$ cat src/rtl/bst_pkg.sv
// ============================================================
// Shared constants and types of the boundary-scan test port.
package bst_pkg;

  // Length of the boundary-scan chain, cells 0 through 168.
  localparam int BSR_LEN = 169;

  // Instruction codes held in the two-bit instruction register.
  localparam logic [1:0] IR_EXTEST = 2'h0;
  localparam logic [1:0] IR_BYPASS = 2'h3;
  // Value loaded at capture-IR, and the value after a test reset.
  localparam logic [1:0] IR_CAPTURE = 2'h1;
  localparam logic [1:0] IR_RESET = 2'h3;
  localparam logic BYP_CAPTURE = 1'h0;

  // Test port input pins, sampled together by the system clock.
  typedef struct packed {
    logic tck;
    logic tms;
    logic tdi;
    logic trst_n;
  } bst_pins_s;

  // Serial data output pin with its output enable.
  typedef struct packed {
    logic tdo;
    logic oe;
  } bst_tdo_s;

  // Test-access controller states, one-hot.
  typedef enum logic [15:0] {
    ST_RESET = 16'h0001,
    ST_IDLE = 16'h0002,
    ST_SEL_DR = 16'h0004,
    ST_CAP_DR = 16'h0008,
    ST_SH_DR = 16'h0010,
    ST_EX1_DR = 16'h0020,
    ST_PAU_DR = 16'h0040,
    ST_EX2_DR = 16'h0080,
    ST_UPD_DR = 16'h0100,
    ST_SEL_IR = 16'h0200,
    ST_CAP_IR = 16'h0400,
    ST_SH_IR = 16'h0800,
    ST_EX1_IR = 16'h1000,
    ST_PAU_IR = 16'h2000,
    ST_EX2_IR = 16'h4000,
    ST_UPD_IR = 16'h8000
  } bst_state_e;

endpackage : bst_pkg

$ cat src/rtl/bst_test_port.sv
// Notes on behaviour
// - Mode select is sampled at each test clock rise and steps the controller.
// - Mode select and data input read one when undriven, by pad pull-ups.
// - Data input is sampled at clock rise into instruction or selected data register.
// - Data output changes only at test clock falling edges.
// - Data output is high impedance whenever no register is being shifted.
// - Test reset clears the scan logic; undriven it is pulled inactive high.
// - Instruction register is two bits, loading serially only in shift-IR.
// - Code 00 is EXTEST, 11 is BYPASS, 01 and 10 are SAMPLE/PRELOAD.
// - The instruction selects the data register and the serial path.
// - Exactly two data registers exist: boundary chain and bypass.
// - Bypass is one stage, a single-bit delay from input to output.
// - Boundary cell 0 is the first bit shifted out.
// - Three-state control cells enable their driver when holding one.
// - Test clock is independent; scanning never disturbs the switch logic.
// - The boundary chain holds cells 0 through 168 in fixed order.
`timescale 1ns/1ps
`default_nettype none

module bst_test_port #(
  parameter int CHAIN_LEN = bst_pkg::BSR_LEN
) (
  input wire logic clk,
  input wire logic reset_n,
  input wire bst_pkg::bst_pins_s pins,
  input wire logic [CHAIN_LEN-1:0] capt_data,
  output logic [CHAIN_LEN-1:0] upd_data,
  output logic extest_mode,
  output bst_pkg::bst_tdo_s tdo_pin
);
  import bst_pkg::*;

  // ============================================================
  // Pin synchroniser and test clock edge detection.
  // The test clock is foreign to clk, so every pin passes two flops
  // and only the second stage is examined. Pull-ups sit in the pads,
  // so an undriven pin already arrives here as one.
  bst_pins_s sync1_r;
  bst_pins_s sync2_r;
  logic tck_prev_r;
  wire tck_rise = sync2_r.tck & ~tck_prev_r;
  wire tck_fall = ~sync2_r.tck & tck_prev_r;
  wire tms_s = sync2_r.tms;
  wire tdi_s = sync2_r.tdi;
  wire trst_s_n = sync2_r.trst_n;

  always_ff @(posedge clk)
  begin
    sync1_r <= pins;
    sync2_r <= sync1_r;
    tck_prev_r <= sync2_r.tck;
  end

  // ============================================================
  // Test-access controller.
  bst_state_e state_r;
  bst_state_e state_nxt;

  // Standard sixteen-state transition table on the sampled mode select.
  always_comb
  begin
    unique case (state_r)
      ST_RESET: state_nxt = tms_s ? ST_RESET : ST_IDLE;
      ST_IDLE: state_nxt = tms_s ? ST_SEL_DR : ST_IDLE;
      ST_SEL_DR: state_nxt = tms_s ? ST_SEL_IR : ST_CAP_DR;
      ST_CAP_DR: state_nxt = tms_s ? ST_EX1_DR : ST_SH_DR;
      ST_SH_DR: state_nxt = tms_s ? ST_EX1_DR : ST_SH_DR;
      ST_EX1_DR: state_nxt = tms_s ? ST_UPD_DR : ST_PAU_DR;
      ST_PAU_DR: state_nxt = tms_s ? ST_EX2_DR : ST_PAU_DR;
      ST_EX2_DR: state_nxt = tms_s ? ST_UPD_DR : ST_SH_DR;
      ST_UPD_DR: state_nxt = tms_s ? ST_SEL_DR : ST_IDLE;
      ST_SEL_IR: state_nxt = tms_s ? ST_RESET : ST_CAP_IR;
      ST_CAP_IR: state_nxt = tms_s ? ST_EX1_IR : ST_SH_IR;
      ST_SH_IR: state_nxt = tms_s ? ST_EX1_IR : ST_SH_IR;
      ST_EX1_IR: state_nxt = tms_s ? ST_UPD_IR : ST_PAU_IR;
      ST_PAU_IR: state_nxt = tms_s ? ST_EX2_IR : ST_PAU_IR;
      ST_EX2_IR: state_nxt = tms_s ? ST_UPD_IR : ST_SH_IR;
      ST_UPD_IR: state_nxt = tms_s ? ST_SEL_DR : ST_IDLE;
      default: state_nxt = ST_RESET;
    endcase
  end

  // The controller only moves on a test clock rise; the test reset
  // overrides everything.
  always_ff @(posedge clk)
  begin
    if (!reset_n || !trst_s_n)
      state_r <= ST_RESET;
    else if (tck_rise)
      state_r <= state_nxt;
  end

  // ============================================================
  // Instruction register and decode.
  logic [1:0] ir_sh_r;
  logic [1:0] ir_r;
  wire sel_bypass = (ir_r == IR_BYPASS);
  wire sel_extest = (ir_r == IR_EXTEST);
  wire sh_ir = (state_r == ST_SH_IR);
  wire sh_dr = (state_r == ST_SH_DR);

  // Shift toward bit 0, which leaves first; shifts only in shift-IR, takes 01 in capture-IR.
  always_ff @(posedge clk)
  begin
    if (!reset_n || !trst_s_n || (tck_rise && state_r == ST_RESET))
    begin
      ir_sh_r <= IR_RESET;
      ir_r <= IR_RESET;
    end
    else if (tck_rise)
    begin
      if (state_r == ST_CAP_IR)
        ir_sh_r <= IR_CAPTURE;
      else if (sh_ir)
        ir_sh_r <= {tdi_s, ir_sh_r[1]};
      if (state_r == ST_UPD_IR)
        ir_r <= ir_sh_r;
    end
  end

  // ============================================================
  // Data registers: boundary chain and one-stage bypass.
  // The chain captures whatever the cells see at the pins, so under
  // SAMPLE/PRELOAD the core keeps the pins while they are recorded.
  logic [CHAIN_LEN-1:0] bsr_r;
  logic [CHAIN_LEN-1:0] upd_r;
  logic byp_r;

  always_ff @(posedge clk)
  begin
    if (!reset_n || !trst_s_n)
    begin
      bsr_r <= '0;
      upd_r <= '0;
      byp_r <= BYP_CAPTURE;
    end
    else if (tck_rise)
    begin
      if (state_r == ST_CAP_DR)
      begin
        byp_r <= BYP_CAPTURE;
        if (!sel_bypass)
          bsr_r <= capt_data;
      end
      else if (sh_dr)
      begin
        if (sel_bypass)
          byp_r <= tdi_s;
        else
          bsr_r <= {tdi_s, bsr_r[CHAIN_LEN-1:1]};
      end
      if (state_r == ST_UPD_DR && !sel_bypass)
        upd_r <= bsr_r;
    end
  end

  // Update cells drive the pins only under EXTEST; a control cell
  // holding one enables its driver, so no inversion is applied.
  assign upd_data = upd_r;
  assign extest_mode = sel_extest;

  // ============================================================
  // Serial output, retimed to the test clock falling edge so the
  // tester can sample it safely at the next rise.
  bst_tdo_s tdo_r;
  wire tdo_bit = sh_ir ? ir_sh_r[0] : (sel_bypass ? byp_r : bsr_r[0]);

  always_ff @(posedge clk)
  begin
    if (!reset_n || !trst_s_n)
      tdo_r <= '0;
    else if (tck_fall)
    begin
      tdo_r.tdo <= tdo_bit;
      tdo_r.oe <= sh_ir | sh_dr;
    end
  end

  assign tdo_pin = tdo_r;
endmodule : bst_test_port

`default_nettype wire

$ cat config.mk
export PLATFORM = sky130hd
export DESIGN_NAME = bst_test_port
export DESIGN_NICKNAME = d
export VERILOG_FILES = /design/src/rtl/bst_pkg.sv /design/src/rtl/bst_test_port.sv
export SDC_FILE = /design/constraint.sdc
export NUM_CORES = 1
export LEC_CHECK = 0
export BUFFER_PORTS_ARGS = -buffer_cell sky130_fd_sc_hd__buf_4
export CORE_MARGIN = 2
export CORE_UTILIZATION = 40
export CTS_BUF_LIST = sky130_fd_sc_hd__clkbuf_4 sky130_fd_sc_hd__clkbuf_8
export CTS_CLUSTER_SIZE = 25
export DETAILED_ROUTE_END_ITERATION = 8
export GPL_TIMING_DRIVEN = 1
export SYNTH_ARGS = -nofsm -noshare
export SYNTH_HDL_FRONTEND = slang
export SYNTH_SLANG_ARGS = --single-unit
$ cat constraint.sdc
create_clock -name clk -period 5.4 [get_ports clk]
set_input_delay 0.81 -clock clk [delete_from_list [all_inputs] [get_ports clk]]
set_output_delay 0.81 -clock clk [all_outputs]
set_load 0.02 [all_outputs]
## Word-level counts from Yosys, hierarchy flattened

Cells that the tools add are included.

| word-level totals | value |
|---|---|
| bits in registers | 370 |
| input port bits | 175 |

| cells by class | value |
|---|---|
| eq/ne operators | 19 |
| multiplexer cells | 24 |
| bitwise logic cells | 5 |
| reductions and logical operators | 19 |

Operators by type and width:

| kind | number |
|---|---|
| 2-to-1 mux 169 bit | 4 |
| one-hot mux 16 bit (12 select lines) | 1 |
| 2-to-1 mux 16 bit | 2 |
| 2-to-1 mux 9 bit | 2 |
| equality test 16 x 1 -> 1 bit, second input constant | 1 |
| equality test 16 x 10 -> 1 bit, second input constant | 1 |
| equality test 16 x 11 -> 1 bit, second input constant | 1 |
| equality test 16 x 12 -> 1 bit, second input constant | 1 |
| equality test 16 x 13 -> 1 bit, second input constant | 1 |
| equality test 16 x 14 -> 1 bit, second input constant | 1 |
| equality test 16 x 15 -> 1 bit, second input constant | 1 |
| equality test 16 bit, second input constant | 1 |
| equality test 16 x 2 -> 1 bit, second input constant | 1 |
| equality test 16 x 3 -> 1 bit, second input constant | 1 |
| equality test 16 x 4 -> 1 bit, second input constant | 1 |
| equality test 16 x 5 -> 1 bit, second input constant | 1 |
| equality test 16 x 6 -> 1 bit, second input constant | 1 |
| equality test 16 x 7 -> 1 bit, second input constant | 1 |
| equality test 16 x 8 -> 1 bit, second input constant | 1 |
| equality test 16 x 9 -> 1 bit, second input constant | 1 |
| 2-to-1 mux 15 bit | 1 |
| 2-to-1 mux 13 bit | 1 |
| 2-to-1 mux 11 bit | 1 |
| 2-to-1 mux 10 bit | 1 |
| other kinds (20) | 38 |

## Depth between registers and ports, before layout

| logic depth | value |
|---|---|
| word-level depth | 4 |
| mapped depth | 9 |

## Worst setup path before layout

Ideal clock, no wire load.

| timing | value |
|---|---|
| path kind | register to register |
| start point | register state_r[6] |
| end point | register upd_r[100], in the netlist upd_data[100] |
| arrival | 1.999 ns |
| data required time | 5.268 ns |
| slack | 3.268 ns |
| cell stages (with the launch flop) | 10 |
| period minus slack after synthesis | 2.132 ns |
| cells stage by stage | dfxtp_1 > clkbuf_1 > nor4_4 > nand2_2 > or4_1 > buf_2 > buf_6 > buf_6 > nand2_2 > a21oi_1 |

| between the ends | value |
|---|---|
| cells in the longest elaborated chain, start to end | 3 |

Ends and longest elaborated chain:

| item | RTL line | RTL |
|---|---|---|
| from (decl) | bst_test_port.sv:56 | `bst_state_e state_r;` |
| from (signal assigned) | bst_test_port.sv:90 | `state_r <= state_nxt;` |
| equality test 16 x 9 -> 1 bit | bst_test_port.sv:152 | `if (state_r == ST_UPD_DR && !sel_bypass)` |
| logical AND 1 bit | bst_test_port.sv:152 |  |
| AND reduction 2 bit (no source line) | - |  |
| to (signal assigned) | bst_test_port.sv:153 | `upd_r <= bsr_r;` |
| to (decl) | bst_test_port.sv:126 | `logic [CHAIN_LEN-1:0] upd_r;` |

No other way between the ends.
A chain may end at the register's enable or synchronous reset.

## Worst setup path after layout

| timing | value |
|---|---|
| start point | register sync2_r[3] (netlist bit) |
| end point | register upd_r[40], in the netlist upd_data[40] |

| between the ends | value |
|---|---|
| cells in the longest elaborated chain, start to end | 2 |

Ends and longest elaborated chain:

| item | RTL line | RTL |
|---|---|---|
| from (decl) | bst_test_port.sv:39 | `bst_pins_s sync2_r;` |
| from (signal assigned) | bst_test_port.sv:50 | `sync2_r <= sync1_r;` |
| AND 1 bit | bst_test_port.sv:41 | `wire tck_rise = sync2_r.tck & ~tck_prev_r;` |
| AND reduction 2 bit (no source line) | - |  |

No other way between the ends.

==> impl_metrics.tcl <==
set metrics [dict create \
    area_growth_pct 26.34 \
    required_ns 5.94 \
    final_cell_mix "nand2_1 (591), dfxtp_1 (370), buf_4 (357), a21oi_1 (181), a31oi_1 (171)" \
    cts-root-buf "clkbuf_8" \
    status "finished clean" \
    numCtsBuffers 60 \
    power_leakage_uw 0.006619 \
    finalSetupTns_ns 0 \
    ant_nets 0 \
    rsz0062_at_grt "false" \
    async_flop_share_pct 0 \
    clock_latency_ns 0.63 \
    dpl.hpwl_um 27320 \
    setup_violations 0 \
    worstPathMaxFanout 95 \
    gp_congestion 0.8541 \
    grt_pass1_vias 12850 \
    die_h_um 195.8 \
    cp_slowest_cell "nor2_4" \
    drv_cap 0 \
    r2r_end "upd_data[40]" \
    worstMarginPinSlew_ns 1.244 \
    synthesis.area_um2 14720 \
    nNetsFinal 2304 \
    ctsHoldBuffers 0 \
    power_switching_uw 1179 \
    io_buffers 346 \
    drive_above_1_share_pct 26.61 \
    tritoncts "built" \
    hold_class "primary input to flip-flop" \
    drc 0 \
    wire_per_inst_um 16.54 \
    gr-total-overflow 0 \
    first_pass_iters 5 \
    rrSetupSlack_ns 2.16 \
    synth_warnings 0 \
    crit_top_cell "nand2_1" \
    slew_violations 0 \
    synth_edf_count 0 \
    finalCritPeriodShare_pct 60.07 \
    r2r_cells 6 \
    p_int_uw 4330 \
    syn_inst 1872 \
    drt-initial-drc-count 895 \
    grt_max_degree 161 \
    viasPerCell 5.240 \
    cts_htree_levels 2 \
    holdPathEnd "sync1_r[1]" \
    holdCritStartpoint "pins[1]" \
    clk_pin_slew_worst_paths_ns 0.06 \
    coreArea_um2 36430 \
    path_class "flip-flop to flip-flop" \
    synth-seq-cells 370 \
    cts_resized 0 \
    synth_cell_types 42 \
    endpoint_kind "flip-flop" \
    synth-main-ff-cell "dfxtp_1" \
    max_freq_mhz 308.3 \
    path_cells "nor2b_1, nand2_1, nor2_4, buf_12, nand2_1, a21oi_1" \
    fin_skew_ns 0.03213 \
    seq_power_share_pct 49.7 \
    r2r-start "sync2_r[3]" \
    wirelength_um 43710 \
    track_usage_pct 21.99 \
    num_rows 70 \
    ioPinCount 347 \
    hold_path_depth 1 \
    postCtsSetupBuffers 0 \
    peakVddDrop_mv 0.1602 \
    critPathMaxStageDelay_ns 0.99 \
    cts_buffer_depth 3 \
    start_util_pct 40.41 \
    num_vias 13850 \
    antenna_found_initial 2 \
    cts_sinks 370 \
    final_common_cell "nand2_1" \
    ys_seq_area_share_pct 50.31 \
    relSlewSlack_pct 17.05 \
    critPathArrivalTime_ns 3.78 \
    sw_frac_of_total_pct 21.40 \
    clock_power_share_pct 47.2 \
    grt_pass1_wl_um 68770 \
    synth.avg_cell_area_um2 7.864 \
    p_total_uw 5510 \
    die_x_um 195.8 \
    synth_nets 2047 \
    fin_crit_ns 3.244 \
    startpoint_type "flip-flop" \
    power.density_nw_per_um2 296.2 \
    hold_viol 0 \
    p_comb_share_pct 3.1 \
    die_area_um2 38360 \
]
[flip-flops by register name, summed over array words and instances, names as in the netlist]
signal / count
ir_r: 2
sync2_r: 1
state_r: 16
tms_s: 1
sync1_r: 4
bsr_r: 169
tdi_s: 1
upd_data: 169
tck_prev_r: 1
ir_sh_r: 2
byp_r: 1
trst_s_n: 1
tdo_pin: 2
[power groups by stage]
stage / combinational, µW / clock [µW] / sequential (µW)
after global placement: 170 / 0 / 2800
final: 169 / 2600 / 2740
after floorplan: 48.0 / 0 / 2800
after global routing: 180 / 2780 / 2740
after detailed placement: 169 / 0 / 2800
after CTS: 170 / 2670 / 2740
[critical path, delay by kind of cell (launching register included)]
kind                   cells  cell delay [ns]
buffers and inverters      1             0.43
AND/OR/NAND/NOR            4             1.99
flip-flops                 1             0.36
AO/OA/AOI/OAI              1             0.18
[final cells by class]
type,count,area (µm²)
fill,3602,17840
inverter,1,3.754
timing repair buffer,360,2740
sequential,370,7407
clock inverter,3,40.04
tap,468,585.6
clock buffer,102,1266
antenna,3,7.507
multi-input combinational,1336,6549
[synthesized netlist by cell type, types with 2 or more instances]
cell type | instances | share of area (%)
nand2_1 | 593 | 15
dfxtp_1 | 370 | 50
a21oi_1 | 181 | 6.2
a31oi_1 | 171 | 7.3
o21ai_0 | 153 | 5.2
nand2_2 | 101 | 4.3
clkbuf_1 | 93 | 2.4
buf_2 | 57 | 1.9
o21ai_1 | 28 | 0.95
nor2_1 | 22 | 0.56
buf_6 | 14 | 1.1
nand3_1 | 7 | 0.24
nand2b_1 | 6 | 0.25
nor3_1 | 6 | 0.20
nor4b_1 | 6 | 0.36
a22oi_1 | 5 | 0.25
nor3b_1 | 5 | 0.25
nor4_1 | 5 | 0.21
mux2i_1 | 4 | 0.27
nand4_1 | 4 | 0.17
nor2b_1 | 4 | 0.17
nor4_4 | 4 | 0.58
xor2_1 | 4 | 0.24
and2_1 | 3 | 0.13
nand4b_1 | 3 | 0.18
xnor2_1 | 3 | 0.18
a32oi_1 | 2 | 0.12
and3_1 | 2 | 0.085
o211ai_1 | 2 | 0.10
or4_1 | 2 | 0.10
[logic make-up (layout without fill, tap and decap cells)]
logic type | after synthesis | in the layout | synth area share (%)
other cells | 0 | 3 | 0
flops | 370 | 370 | 50.31
compound gates | 549 | 549 | 20.44
xor+xnor | 7 | 7 | 0.4165
mux | 4 | 4 | 0.2720
simple gates | 776 | 776 | 23.10
buf+inv | 166 | 466 | 5.456
[how the worst max path moves through the flow]
| stage | start | end | slack [ns] | depth (start not counted) |
|---|---|---|---|---|
| after detailed placement | sync2_r[3] | upd_data[127] | 2.21 | 6 |
| final | sync2_r[3] | upd_data[40] | 2.16 | 6 |
| after floorplan | state_r[6] | upd_data[100] | 3.27 | 9 |
| after global placement | sync2_r[3] | upd_data[127] | 2.25 | 6 |
| after CTS | sync2_r[3] | upd_data[127] | 2.17 | 6 |
| after global routing | sync2_r[3] | upd_data[40] | 1.90 | 6 |
[stage by stage]
step | utilization (%) | setup slack (ns) | hold slack (ns) | cell area [µm²] | instances
after floorplan | - | 3.268 | 0.3096 | 14720 | 1872
after global placement | 47.44 | 2.251 | 0.3113 | 17290 | 2535
after detailed placement | 47.44 | 2.211 | 0.3121 | 17290 | 2535
after CTS | 51.03 | 2.171 | 0.2067 | 18590 | 2640
after global routing | 51.04 | 1.902 | 0.2374 | 18600 | 2642
final | 51.05 | 2.156 | 0.2743 | 18600 | 2643
[per-layer routing]
metal / wire [µm] / GRT usage, % / vias to the layer above
li1: - / - / 6861
met1: 19410 / 29.75 / 6489
met2: 19680 / 34.14 / 433
met3: 3619 / 5.346 / 65
met4: 994 / 8.025 / 0
met5: 0 / 0 / -
(Power assumes the default switching activity.)
